### src/nvac_pkg.sv
// Shared constants for the data store access block
package nvac_pkg;
    localparam int         NVAC_DEPTH         = 64;
    localparam int         NVAC_ADDR_W        = 6;
    localparam int         NVAC_DATA_W        = 8;
    localparam logic [7:0] NVAC_CONTROL_OFS   = 8'h40;
    localparam logic [7:0] NVAC_LOCATION_OFS  = 8'h10;
    localparam logic [7:0] NVAC_BYTE_OFS      = 8'h11;
    localparam logic [7:0] NVAC_BANK_OFS      = 8'h12;
    localparam logic [7:0] NVAC_POINTER_OFS   = 8'h13;
    localparam logic [7:0] NVAC_PORT_OFS      = 8'h14;
    localparam logic       NVAC_BANK_ONE      = 1'b1;
    localparam int         NVAC_BIT_STORE_PERMIT = 3;
    localparam int         NVAC_BIT_STORE_STROBE = 2;
    localparam int         NVAC_BIT_FETCH_PERMIT = 1;
    localparam int         NVAC_BIT_FETCH_STROBE = 0;
    localparam logic [7:0] NVAC_RESET_VALUE   = 8'h00;
    localparam int         NVAC_STORE_CYCLES  = 40;
    localparam int         NVAC_FETCH_CYCLES  = 4;
    localparam int         NVAC_TICK_DIV      = 8;
    localparam int         NVAC_SYNC_STAGES   = 3;
endpackage

### src/nvac_if.sv
// Register access channel between processor core and data store block
`timescale 1ns/1ps
`default_nettype none
interface nvac_if;
    logic       wr_en;
    logic       rd_en;
    logic [7:0] addr;
    logic [7:0] wdata;
    logic [7:0] rdata;
    logic       store_done_flag;
    logic       irq_ack;
    modport device (input wr_en, rd_en, addr, wdata, irq_ack,
                    output rdata, store_done_flag);
    modport core   (output wr_en, rd_en, addr, wdata, irq_ack,
                    input rdata, store_done_flag);
endinterface
`default_nettype wire

### src/nvac_device.sv
// Data store access block: registers, fetch and store sequencing
//
// Overview of operation
// Store holds 64 bytes, reached only via registers
// Location register: six address bits, top reads zero
// Byte register: eight bits, resets zero
// Core reaches control through bank one, pointer 40H
// Bit 3 permits stores; blocked while low
// Bit 2 starts store if permitted; cleared at end
// Bit 1 permits fetches; blocked while low
// Bit 0 starts fetch if permitted; cleared at end
// Core never raises both strobes together
// Core ensures slow clock stable before store; the core does not check it
// Core leaves control alone until store ends
// Fetch: address, permit, strobe, poll strobe clear
// Byte register keeps fetched value until next operation
// Control bits 7..4 read zero; others reset zero
// Core stores with permit then strobe, irqs masked
// Store completion sets the store done flag
// Store timed by independent slow timer
// Core avoids sleep during pending operations
// Cycle lengths are parameters; strobes held throughout
`timescale 1ns/1ps
`default_nettype none
module nvac_device
    import nvac_pkg::*;
#(
    parameter int STORE_CYCLES = NVAC_STORE_CYCLES,
    parameter int FETCH_CYCLES = NVAC_FETCH_CYCLES
) (
    input  wire logic   clock_in,     // System clock
    input  wire logic   reset_in,     // Synchronous reset, high
    input  wire logic   slow_tick_in, // Free running store timer, async
    nvac_if.device      bus           // Core register channel
);
    // ------------------------------------------------------------
    // Parameter checks
    // ------------------------------------------------------------
    // The step counter is sixteen bits wide; longer counts would wrap
    if (STORE_CYCLES < 1 || STORE_CYCLES > 65535) begin : g_store_chk
        $error("nvac_device: store cycle count out of range");
    end
    if (FETCH_CYCLES < 1 || FETCH_CYCLES > 65535) begin : g_fetch_chk
        $error("nvac_device: fetch cycle count out of range");
    end

    // ------------------------------------------------------------
    // State
    // ------------------------------------------------------------
    typedef enum logic [2:0] {
        NVAC_IDLE  = 3'b001,
        NVAC_FETCH = 3'b010,
        NVAC_STORE = 3'b100
    } nvac_state_type;

    // Block state other than the array in one register, so reset clears it in one place
    typedef struct packed {
        nvac_state_type st;
        logic [5:0]     location;
        logic [7:0]     data;
        logic [3:0]     control;
        logic [15:0]    count;
        logic [2:0]     tick_sync;
        logic           tick_seen;
        logic           done_flag;
        logic [7:0]     rdata;
    } nvac_dev_type;

    nvac_dev_type s_reg;
    nvac_dev_type s_next;
    // No reset on the array: its contents must outlive a reset
    logic [7:0]   mem [0:NVAC_DEPTH-1];

    // ------------------------------------------------------------
    // Register decoding
    // ------------------------------------------------------------
    // Readback of one register; unmapped offsets read zero
    function automatic logic [7:0] reg_view(
        input logic [7:0] offset,
        input logic [5:0] location,
        input logic [7:0] data,
        input logic [3:0] control
    );
        logic [7:0] v;
        case (offset)
            NVAC_LOCATION_OFS: v = {2'b00, location};
            NVAC_BYTE_OFS:     v = data;
            NVAC_CONTROL_OFS:  v = {4'h0, control};
            default:           v = 8'h00;
        endcase
        return v;
    endfunction

    // Last counted step of a fetch or store
    function automatic logic count_end(
        input logic [15:0] count,
        input int          cycles
    );
        return count == 16'(cycles - 1);
    endfunction

    // ------------------------------------------------------------
    // Store timer
    // ------------------------------------------------------------
    // Store timer edges count once stages two and three agree
    logic tick_edge;
    logic store_end;
    assign tick_edge = (s_reg.tick_sync[2] == s_reg.tick_sync[1]) &&
                       (s_reg.tick_sync[1] != s_reg.tick_seen);
    // Completion decoded once, so the flag and the array write agree
    assign store_end = (s_reg.st == NVAC_STORE) && tick_edge &&
                       count_end(s_reg.count, STORE_CYCLES);

    // ------------------------------------------------------------
    // Next state
    // ------------------------------------------------------------
    always_comb begin
        s_next = s_reg;
        s_next.tick_sync = {s_reg.tick_sync[1:0], slow_tick_in};
        if (s_reg.tick_sync[2] == s_reg.tick_sync[1]) begin
            s_next.tick_seen = s_reg.tick_sync[1];
        end
        // Ack clears first, so a store ending in the same cycle wins
        if (bus.irq_ack) begin
            s_next.done_flag = 1'b0;
        end
        if (bus.wr_en) begin
            case (bus.addr)
                NVAC_LOCATION_OFS: begin
                    s_next.location = bus.wdata[5:0];
                end
                NVAC_BYTE_OFS: begin
                    s_next.data = bus.wdata;
                end
                NVAC_CONTROL_OFS: begin
                    // Permits always writable; strobes only accepted when permitted
                    s_next.control[NVAC_BIT_STORE_PERMIT] = bus.wdata[NVAC_BIT_STORE_PERMIT];
                    s_next.control[NVAC_BIT_FETCH_PERMIT] = bus.wdata[NVAC_BIT_FETCH_PERMIT];
                    // Permit comes from the register: arming in the same write is refused
                    if (s_reg.st == NVAC_IDLE) begin
                        if (bus.wdata[NVAC_BIT_STORE_STROBE] &&
                            s_reg.control[NVAC_BIT_STORE_PERMIT]) begin
                            s_next.control[NVAC_BIT_STORE_STROBE] = 1'b1;
                            s_next.st    = NVAC_STORE;
                            s_next.count = 16'h0000;
                        end else if (bus.wdata[NVAC_BIT_FETCH_STROBE] &&
                                     s_reg.control[NVAC_BIT_FETCH_PERMIT]) begin
                            s_next.control[NVAC_BIT_FETCH_STROBE] = 1'b1;
                            s_next.st    = NVAC_FETCH;
                            s_next.count = 16'h0000;
                        end
                    end
                end
                default: begin
                end
            endcase
        end
        case (s_reg.st)
            NVAC_FETCH: begin
                // Fetch length counts system clocks; store length counts timer steps
                s_next.count = s_reg.count + 16'h0001;
                // Data and strobe clear land together, so a poll never sees stale data
                if (count_end(s_reg.count, FETCH_CYCLES)) begin
                    s_next.data = mem[s_reg.location];
                    s_next.control[NVAC_BIT_FETCH_STROBE] = 1'b0;
                    s_next.st = NVAC_IDLE;
                end
            end
            NVAC_STORE: begin
                if (tick_edge) begin
                    s_next.count = s_reg.count + 16'h0001;
                end
                if (store_end) begin
                    s_next.control[NVAC_BIT_STORE_STROBE] = 1'b0;
                    s_next.done_flag = 1'b1;
                    s_next.st = NVAC_IDLE;
                end
            end
            default: begin
            end
        endcase
        // Read data shows the value the register holds after this edge
        if (bus.rd_en) begin
            s_next.rdata = reg_view(bus.addr, s_next.location, s_next.data, s_next.control);
        end else begin
            s_next.rdata = 8'h00;
        end
        if (reset_in) begin
            s_next = '0;
            s_next.st = NVAC_IDLE;
        end
    end

    // ------------------------------------------------------------
    // Registers
    // ------------------------------------------------------------
    always_ff @(posedge clock_in) begin
        s_reg <= s_next;
        if (!reset_in && store_end) begin
            mem[s_reg.location] <= s_reg.data;
        end
    end

    // ------------------------------------------------------------
    // Outputs
    // ------------------------------------------------------------
    assign bus.rdata           = s_reg.rdata;
    assign bus.store_done_flag = s_reg.done_flag;
endmodule
`default_nettype wire

### src/flat_wrapper.sv
// flat-port wrapper written by rule: the top's interface ports become plain ports
module nvac_device_flat import nvac_pkg::*;
#(
    parameter int STORE_CYCLES = NVAC_STORE_CYCLES,
    parameter int FETCH_CYCLES = NVAC_FETCH_CYCLES
)
  (clock_in, reset_in, slow_tick_in, bus_wr_en, bus_rd_en, bus_addr, bus_wdata, bus_irq_ack, bus_rdata, bus_store_done_flag);
  nvac_if bus_i ();
  input  wire logic clock_in;
  input  wire logic reset_in;
  input  wire logic slow_tick_in;
  input wire logic [$bits(bus_i.wr_en)-1:0] bus_wr_en;
  input wire logic [$bits(bus_i.rd_en)-1:0] bus_rd_en;
  input wire logic [$bits(bus_i.addr)-1:0] bus_addr;
  input wire logic [$bits(bus_i.wdata)-1:0] bus_wdata;
  input wire logic [$bits(bus_i.irq_ack)-1:0] bus_irq_ack;
  output wire logic [$bits(bus_i.rdata)-1:0] bus_rdata;
  output wire logic [$bits(bus_i.store_done_flag)-1:0] bus_store_done_flag;
  assign bus_i.wr_en = bus_wr_en;
  assign bus_i.rd_en = bus_rd_en;
  assign bus_i.addr = bus_addr;
  assign bus_i.wdata = bus_wdata;
  assign bus_i.irq_ack = bus_irq_ack;
  assign bus_rdata = bus_i.rdata;
  assign bus_store_done_flag = bus_i.store_done_flag;
  nvac_device #(.STORE_CYCLES(STORE_CYCLES), .FETCH_CYCLES(FETCH_CYCLES)) u_core (.clock_in(clock_in), .reset_in(reset_in), .slow_tick_in(slow_tick_in), .bus(bus_i));
endmodule
### config.mk
export PLATFORM = sky130hd
export DESIGN_NAME = nvac_device_flat
export DESIGN_NICKNAME = d
export VERILOG_FILES = /design/src/nvac_pkg.sv /design/src/nvac_if.sv /design/src/nvac_device.sv /design/src/flat_wrapper.sv
export SDC_FILE = /design/constraint.sdc
export NUM_CORES = 1
export LEC_CHECK = 0
export ABC_AREA = 1
export BUFFER_PORTS_ARGS = -buffer_cell sky130_fd_sc_hd__buf_2
export CELL_PAD_IN_SITES_DETAIL_PLACEMENT = 1
export CELL_PAD_IN_SITES_GLOBAL_PLACEMENT = 1
export CORE_ASPECT_RATIO = 1.75
export CORE_MARGIN = 2
export CORE_UTILIZATION = 27
export DETAILED_ROUTE_END_ITERATION = 12
export GPL_TIMING_DRIVEN = 0
export HOLD_SLACK_MARGIN = 0.03
export PLACE_DENSITY_LB_ADDON = 0.1
export SLEW_MARGIN = 20
export SYNTH_ARGS = -nofsm -noshare
export SYNTH_HDL_FRONTEND = slang
export SYNTH_SLANG_ARGS = --single-unit
### constraint.sdc
create_clock -name clock_in -period 2.5 [get_ports clock_in]
set_clock_uncertainty 0.05 [all_clocks]
set_input_delay 0.25 -clock clock_in [delete_from_list [all_inputs] [get_ports clock_in]]
set_output_delay 0.25 -clock clock_in [all_outputs]
set_load 0.01 [all_outputs]
==> flow_summary.json, run 1 <==
{
  "critPathMaxFanout": 10,
  "fp.coreArea_mm2": 0.08792,
  "utilization_pct": 34.66,
  "fin_hold_ws_ns": 0.06301,
  "cp_slowest_cell": "dfxtp_1",
  "worst_slew_pin_slew_ns": 0.7745,
  "leakagePower_nw": 11.59,
  "arrival_ns": 2.90,
  "fin_cells": 3832,
  "cts_tree": "yes",
  "drc": 0,
  "yosys-top-cells-area": "edfxtp_1, nand2_1, dfxtp_1",
  "largest_register_ffs": 512,
  "synthesis.nets": 2412,
  "placed_area_mm2": 0.02567,
  "drv_slew": 0,
  "post-place-ws_ns": -1.316,
  "area.sequential_mm2": 0.01641,
  "cp-end-kind": "flip-flop",
  "grt.total_usage_pct": 18.92,
  "cts-htree-levels": 2,
  "yosysWarnings": 0,
  "dieArea_mm2": 0.09101,
  "synth_common_cells": "nand2_1, edfxtp_1, inv_1, nor2_1, nand3_1",
  "die_height_um": 397.6,
  "syn_area_mm2": 0.02390,
  "cp.required_ns": 2.96,
  "yosysTopAreaCellShare_pct": 64.33,
  "port-buffer-count": 30,
  "worstPathCellList": "buf_6 > inv_1 > buf_4 > buf_4 > nand2_1 > nand2_1 > nand2_1 > nand2_1 > nand2_1 > nand2_1 > nor2_2 > nand3_2 > nand2_2 > nor2_1",
  "cap_violations": 0,
  "start_util_pct": 27.18,
  "gp_congestion": 0.8256,
  "dp.cells": 3593,
  "diodes": 0,
  "area_growth_pct": 27.50,
  "clkLatencyLatePin_ns": 0.66,
  "finalCritPeriodShare_pct": 97.69,
  "n_fill_cell": 9827,
  "synth_seq_area_share_pct": 68.52,
  "syn_inst": 2389,
  "die_w_um": 228.9,
  "grt-ovfl-total": 0,
  "vdd_ir_drop_max_v": 0.0004508,
  "synth_most_common_cell": "nand2_1",
  "fmax_mhz": 409.4,
  "ant_nets": 0,
  "setup_viol": 0,
  "synthDistinctLibCells": 37,
  "grt_pass1_wl_um": 124000,
  "outcome": "complete, no violations",
  "clockBufferDepth": 3,
  "drive_gt1_share_pct": 17.98,
  "setup_tns_ns": 0,
  "synthFlopType": "edfxtp_1",
  "grt_pass1_vias": 18282,
  "startpoint_type": "flip-flop",
  "fp-row-count": 144,
  "vias": 16979,
  "routed_via_density": 4.431,
  "multi_input_area_mm2": 0.007010,
  "antenna_found_initial": 0,
  "pin_count": 31,
  "first_iter_violations": 907,
  "pwr_density_cell_mw_per_mm2": 624.0,
  "finalCriticalPeriod_ns": 2.442,
  "hold_path_class": "in2reg",
  "cts.sinks": 562,
  "power_mw": 19.02,
  "crit_path_frequent_cell": "nand2_1",
  "wirelength_um": 86040,
  "nets": 2638,
  "final_cell_area_mm2": 0.03047,
  "max_slew_margin_pct": 48.36,
  "critPathMaxStageDelay_ns": 0.33,
  "dpl.hpwl_um": 60860,
  "clk_pin_slew_ns": 0.07,
  "path_class": "reg2reg",
  "routedWlPerCell_um": 22.45,
  "final-hold-violation-count": 0,
  "timing.final.ws_setup_ns": 0.05769,
  "ys_ff_latch": 562,
  "firstDrtPassIters": 5,
  "synth_area_per_cell_um2": 10.00,
  "async_reset_ff_share_pct": 0,
  "cts_buffers": 57,
  "cts_root_buffer": "clkbuf_16",
  "synth_edf_count": 512,
  "grt_max_degree": 66,
  "yosysTopAreaCell": "edfxtp_1"
}
## repair_timing
action | in CTS | in global routing
gates resized for setup | 244 | 60
hold endpoints to repair | 23 | 0
gates cloned | 0 | 0
pin swaps | 70 | 14
hold buffers | 12 | 0
endpoints found under the setup margin | 528 | 528
buffers inserted | 92 | 27
## cells by family after synthesis
group           after synthesis  synth area share (%)
flops                       562                 68.52
buf+inv                     335                 5.779
compound gates              118                 2.623
xor+xnor                      1               0.03665
fa+ha+maj                     1               0.05234
simple gates               1372                 22.99
## power breakdown
part | switching [mW] | leakage [nW] | internal [mW]
clock network | 3.88 | 0.906 | 4.93
logic | 0.0809 | 6.73 | 0.0453
registers | 0.00388 | 3.95 | 10.1
total | 3.96 | 11.6 | 15.1
## final timing paths
path	from	cells past startpoint	to	slack (ns)
setup / recovery	u_core.s_reg[42]	14	u_core.s_reg[39]	0.06
hold / removal	bus_wdata[7]	5	u_core.bus.rdata[7]	0.06
setup reg to reg	u_core.s_reg[42]	14	u_core.s_reg[39]	0.06
hold reg to reg	u_core.s_reg[10]	2	u_core.s_reg[11]	0.36
## worst max-delay path: cells and delay by family (launching register included)
kind                   cells  cell delay, ns
DFF                        1            0.33
and+or+nand+nor           10            1.15
buffers and inverters      4            0.77
## routing by layer
layer  up-vias  GRT usage, %  wire length (um)
met4         0         8.163              3437
li1       8225             -                 -
met2       207         38.25             48950
met3       116         1.871              1900
met1      8431         19.38             31750
met5         -             0                 0
## cells in the final DEF (no fill, tap or decap), types with 8 or more instances in the layout
cell,count
clkbuf_16,57
nand2_1,1004
dlygate4sd3_1,12
o21ai_1,27
nor2_2,8
nor2_1,87
clkbuf_1,20
nand4_1,15
buf_4,79
edfxtp_1,512
or2_2,11
nor2_4,76
dfxtp_4,9
clkinv_2,13
o21ai_0,22
nor3_1,13
buf_12,73
clkinv_1,12
clkbuf_2,13
clkinvlp_4,8
nand3_1,122
nand2_8,9
clkbuf_4,8
a21oi_1,47
buf_2,50
buf_6,12
inv_1,226
dfxtp_1,39
## final cells by class
class / instances / area share (%)
Sequential cell: 562 / 53.86
Multi-Input combinational cell: 1492 / 23.00
Timing Repair Buffer: 167 / 7.029
Clock buffer: 72 / 4.865
Tap cell: 1168 / 4.796
Inverter: 242 / 3.071
Buffer: 93 / 2.156
Clock inverter: 36 / 1.224
No activity file was read; power rests on OpenSTA's default activity.
==> run 2, diff against run 1 <==
--- a/config.mk
+++ b/config.mk
@@ -16,6 +16,7 @@
 export GPL_TIMING_DRIVEN = 0
 export HOLD_SLACK_MARGIN = 0.03
 export PLACE_DENSITY_LB_ADDON = 0.1
+export SETUP_SLACK_MARGIN = 0.1
 export SLEW_MARGIN = 20
 export SYNTH_ARGS = -nofsm -noshare
 export SYNTH_HDL_FRONTEND = slang
==> run 2 against run 1 <==
Routed wire length increased by 0.17%. Clock-buffer cell count unchanged. Cell count decreased by 0.10%. Sequential power about the same. Via count increased by 0.34%. Core utilization increased by 0.081 points. Global-route usage increased by 0.17 points. Critical path depth decreased by 3. Sequential share of layout area decreased by 0.12 points. First-iteration DRC count increased by 0.55%. Worst setup slack improved by 0.13 ns. Total power decreased by 0.16%. Critical path type unchanged. Highest routed layer unchanged.
==> flow_summary.json, run 2 (synthesized netlist as in run 1, its figures left out) <==
{
  "outcome": "complete, no violations",
  "finalCriticalPeriod_ns": 2.311,
  "leakagePower_nw": 11.59,
  "wirelength_um": 86180,
  "max_slew_margin_pct": 48.25,
  "die_height_um": 397.6,
  "finalCritPeriodShare_pct": 92.42,
  "firstDrtPassIters": 5,
  "grt-ovfl-total": 0,
  "pin_count": 31,
  "path_class": "reg2reg",
  "cts_tree": "yes",
  "clkLatencyLatePin_ns": 0.66,
  "nets": 2634,
  "routedWlPerCell_um": 22.51,
  "grt_pass1_vias": 18324,
  "cts_buffers": 57,
  "first_iter_violations": 912,
  "post-place-ws_ns": -1.316,
  "antenna_found_initial": 0,
  "start_util_pct": 27.18,
  "dpl.hpwl_um": 60860,
  "drc": 0,
  "grt.total_usage_pct": 19.09,
  "startpoint_type": "flip-flop",
  "final-hold-violation-count": 0,
  "die_w_um": 228.9,
  "final_cell_area_mm2": 0.03055,
  "dieArea_mm2": 0.09101,
  "setup_tns_ns": 0,
  "grt_max_degree": 66,
  "setup_viol": 0,
  "drive_gt1_share_pct": 18.42,
  "clk_pin_slew_ns": 0.07,
  "placed_area_mm2": 0.02567,
  "cts-htree-levels": 2,
  "vias": 17037,
  "area_growth_pct": 27.80,
  "cp.required_ns": 2.81,
  "r2r_setup_slack_ns": 0.19,
  "cts_root_buffer": "clkbuf_16",
  "clockBufferDepth": 3,
  "arrival_ns": 2.62,
  "pwr_density_cell_mw_per_mm2": 621.5,
  "drv_slew": 0,
  "timing.final.ws_setup_ns": 0.1895,
  "layout_common_cells": "nand2_1, edfxtp_1, inv_1",
  "diodes": 0,
  "port-buffer-count": 30,
  "fmax_mhz": 432.8,
  "worst_slew_pin_slew_ns": 0.7762,
  "vdd_ir_drop_max_v": 0.0004468,
  "rsz0062_at_grt": "yes",
  "n_fill_cell": 9809,
  "grt_pass1_wl_um": 124800,
  "critPathMaxFanout": 8,
  "cp-end-kind": "flip-flop",
  "cap_violations": 0,
  "ant_nets": 0,
  "cts.sinks": 562,
  "fp.coreArea_mm2": 0.08792,
  "hold_path_class": "in2reg",
  "largest_register_ffs": 512,
  "mostFrequentLayoutCell": "nand2_1",
  "gp_congestion": 0.8256,
  "fp-row-count": 144,
  "routed_via_density": 4.451
}
[run 2: cell types whose count changed in the layout (fill, tap and decap cells not counted), sizes merged]
| cell | delta |
|---|---|
| buf | -6 |
| clkbuf | +1 |
| dlygate4sd3 | +1 |
[run 2: what timing repair did]
action	CTS	global route
setup endpoints to repair	528	526
setup buffers	107	7
hold buffers	13	0
hold endpoints to repair	25	0
pin swaps	73	13
resized for setup	293	53
[run 2: through the flow]
stage | power (mW) | cells | utilization [%] | hold slack (ns)
after floorplan | 10.35 | 2389 | - | 0.3070
after global placement | 10.41 | 3587 | 29.02 | 0.3483
after detailed placement | 10.40 | 3593 | 29.20 | 0.3576
after CTS | 19.28 | 3821 | 34.45 | 0.04249
after global routing | 19.58 | 3828 | 34.74 | 0.07265
final | 18.99 | 3828 | 34.74 | 0.07907
[run 2: report_power, final]
group	internal [mW]	total [mW]	switching, mW
sequential	10.1	10.1	0.00390
clock	4.92	8.77	3.84
combinational	0.0466	0.128	0.0817
total	15.1	19.0	3.93
[run 2: final timing paths]
check / start / end / depth (start not counted)
worst max-delay path: u_core.s_reg[13] / u_core.mem[47][2] / 11
worst min-delay path: bus_wr_en / u_core.s_reg[44] / 5
worst max register to register: u_core.s_reg[13] / u_core.mem[47][2] / 11
worst min register to register: u_core.s_reg[10] / u_core.s_reg[11] / 2
[run 2: worst max-delay path, cell delays in order (launching register included)]
cell	delay, ns
dfxtp_4	0.37
ha_4	0.14
nand2_2	0.09
nor3_2	0.16
nand2_1	0.08
nor2_2	0.15
inv_2	0.08
nor2_4	0.10
buf_12	0.21
nand2_8	0.20
nor2_4	0.17
buf_4	0.19
[run 2: area by class of cell]
type	instances	area, um^2	share of cell area (%)
Inverter	242	935.9	3.064
Buffer	93	710.7	2.327
Tap cell	1168	1461	4.784
Clock inverter	36	372.9	1.221
Clock buffer	72	1483	4.854
Timing Repair Buffer	163	2064	6.759
Sequential cell	562	16410	53.74
Multi-Input combinational cell	1492	7103	23.25
[run 2: per-layer routing]
| layer | global-route usage, % | wire [um] | part of all wire (%) | vias to the layer above |
|---|---|---|---|---|
| li1 | - | - | - | 8224 |
| met1 | 19.58 | 31510 | 37 | 8419 |
| met2 | 38.03 | 48110 | 56 | 234 |
| met3 | 1.957 | 2047 | 2.4 | 160 |
| met4 | 9.265 | 4508 | 5.2 | 0 |
| met5 | 0 | 0 | 0 | - |
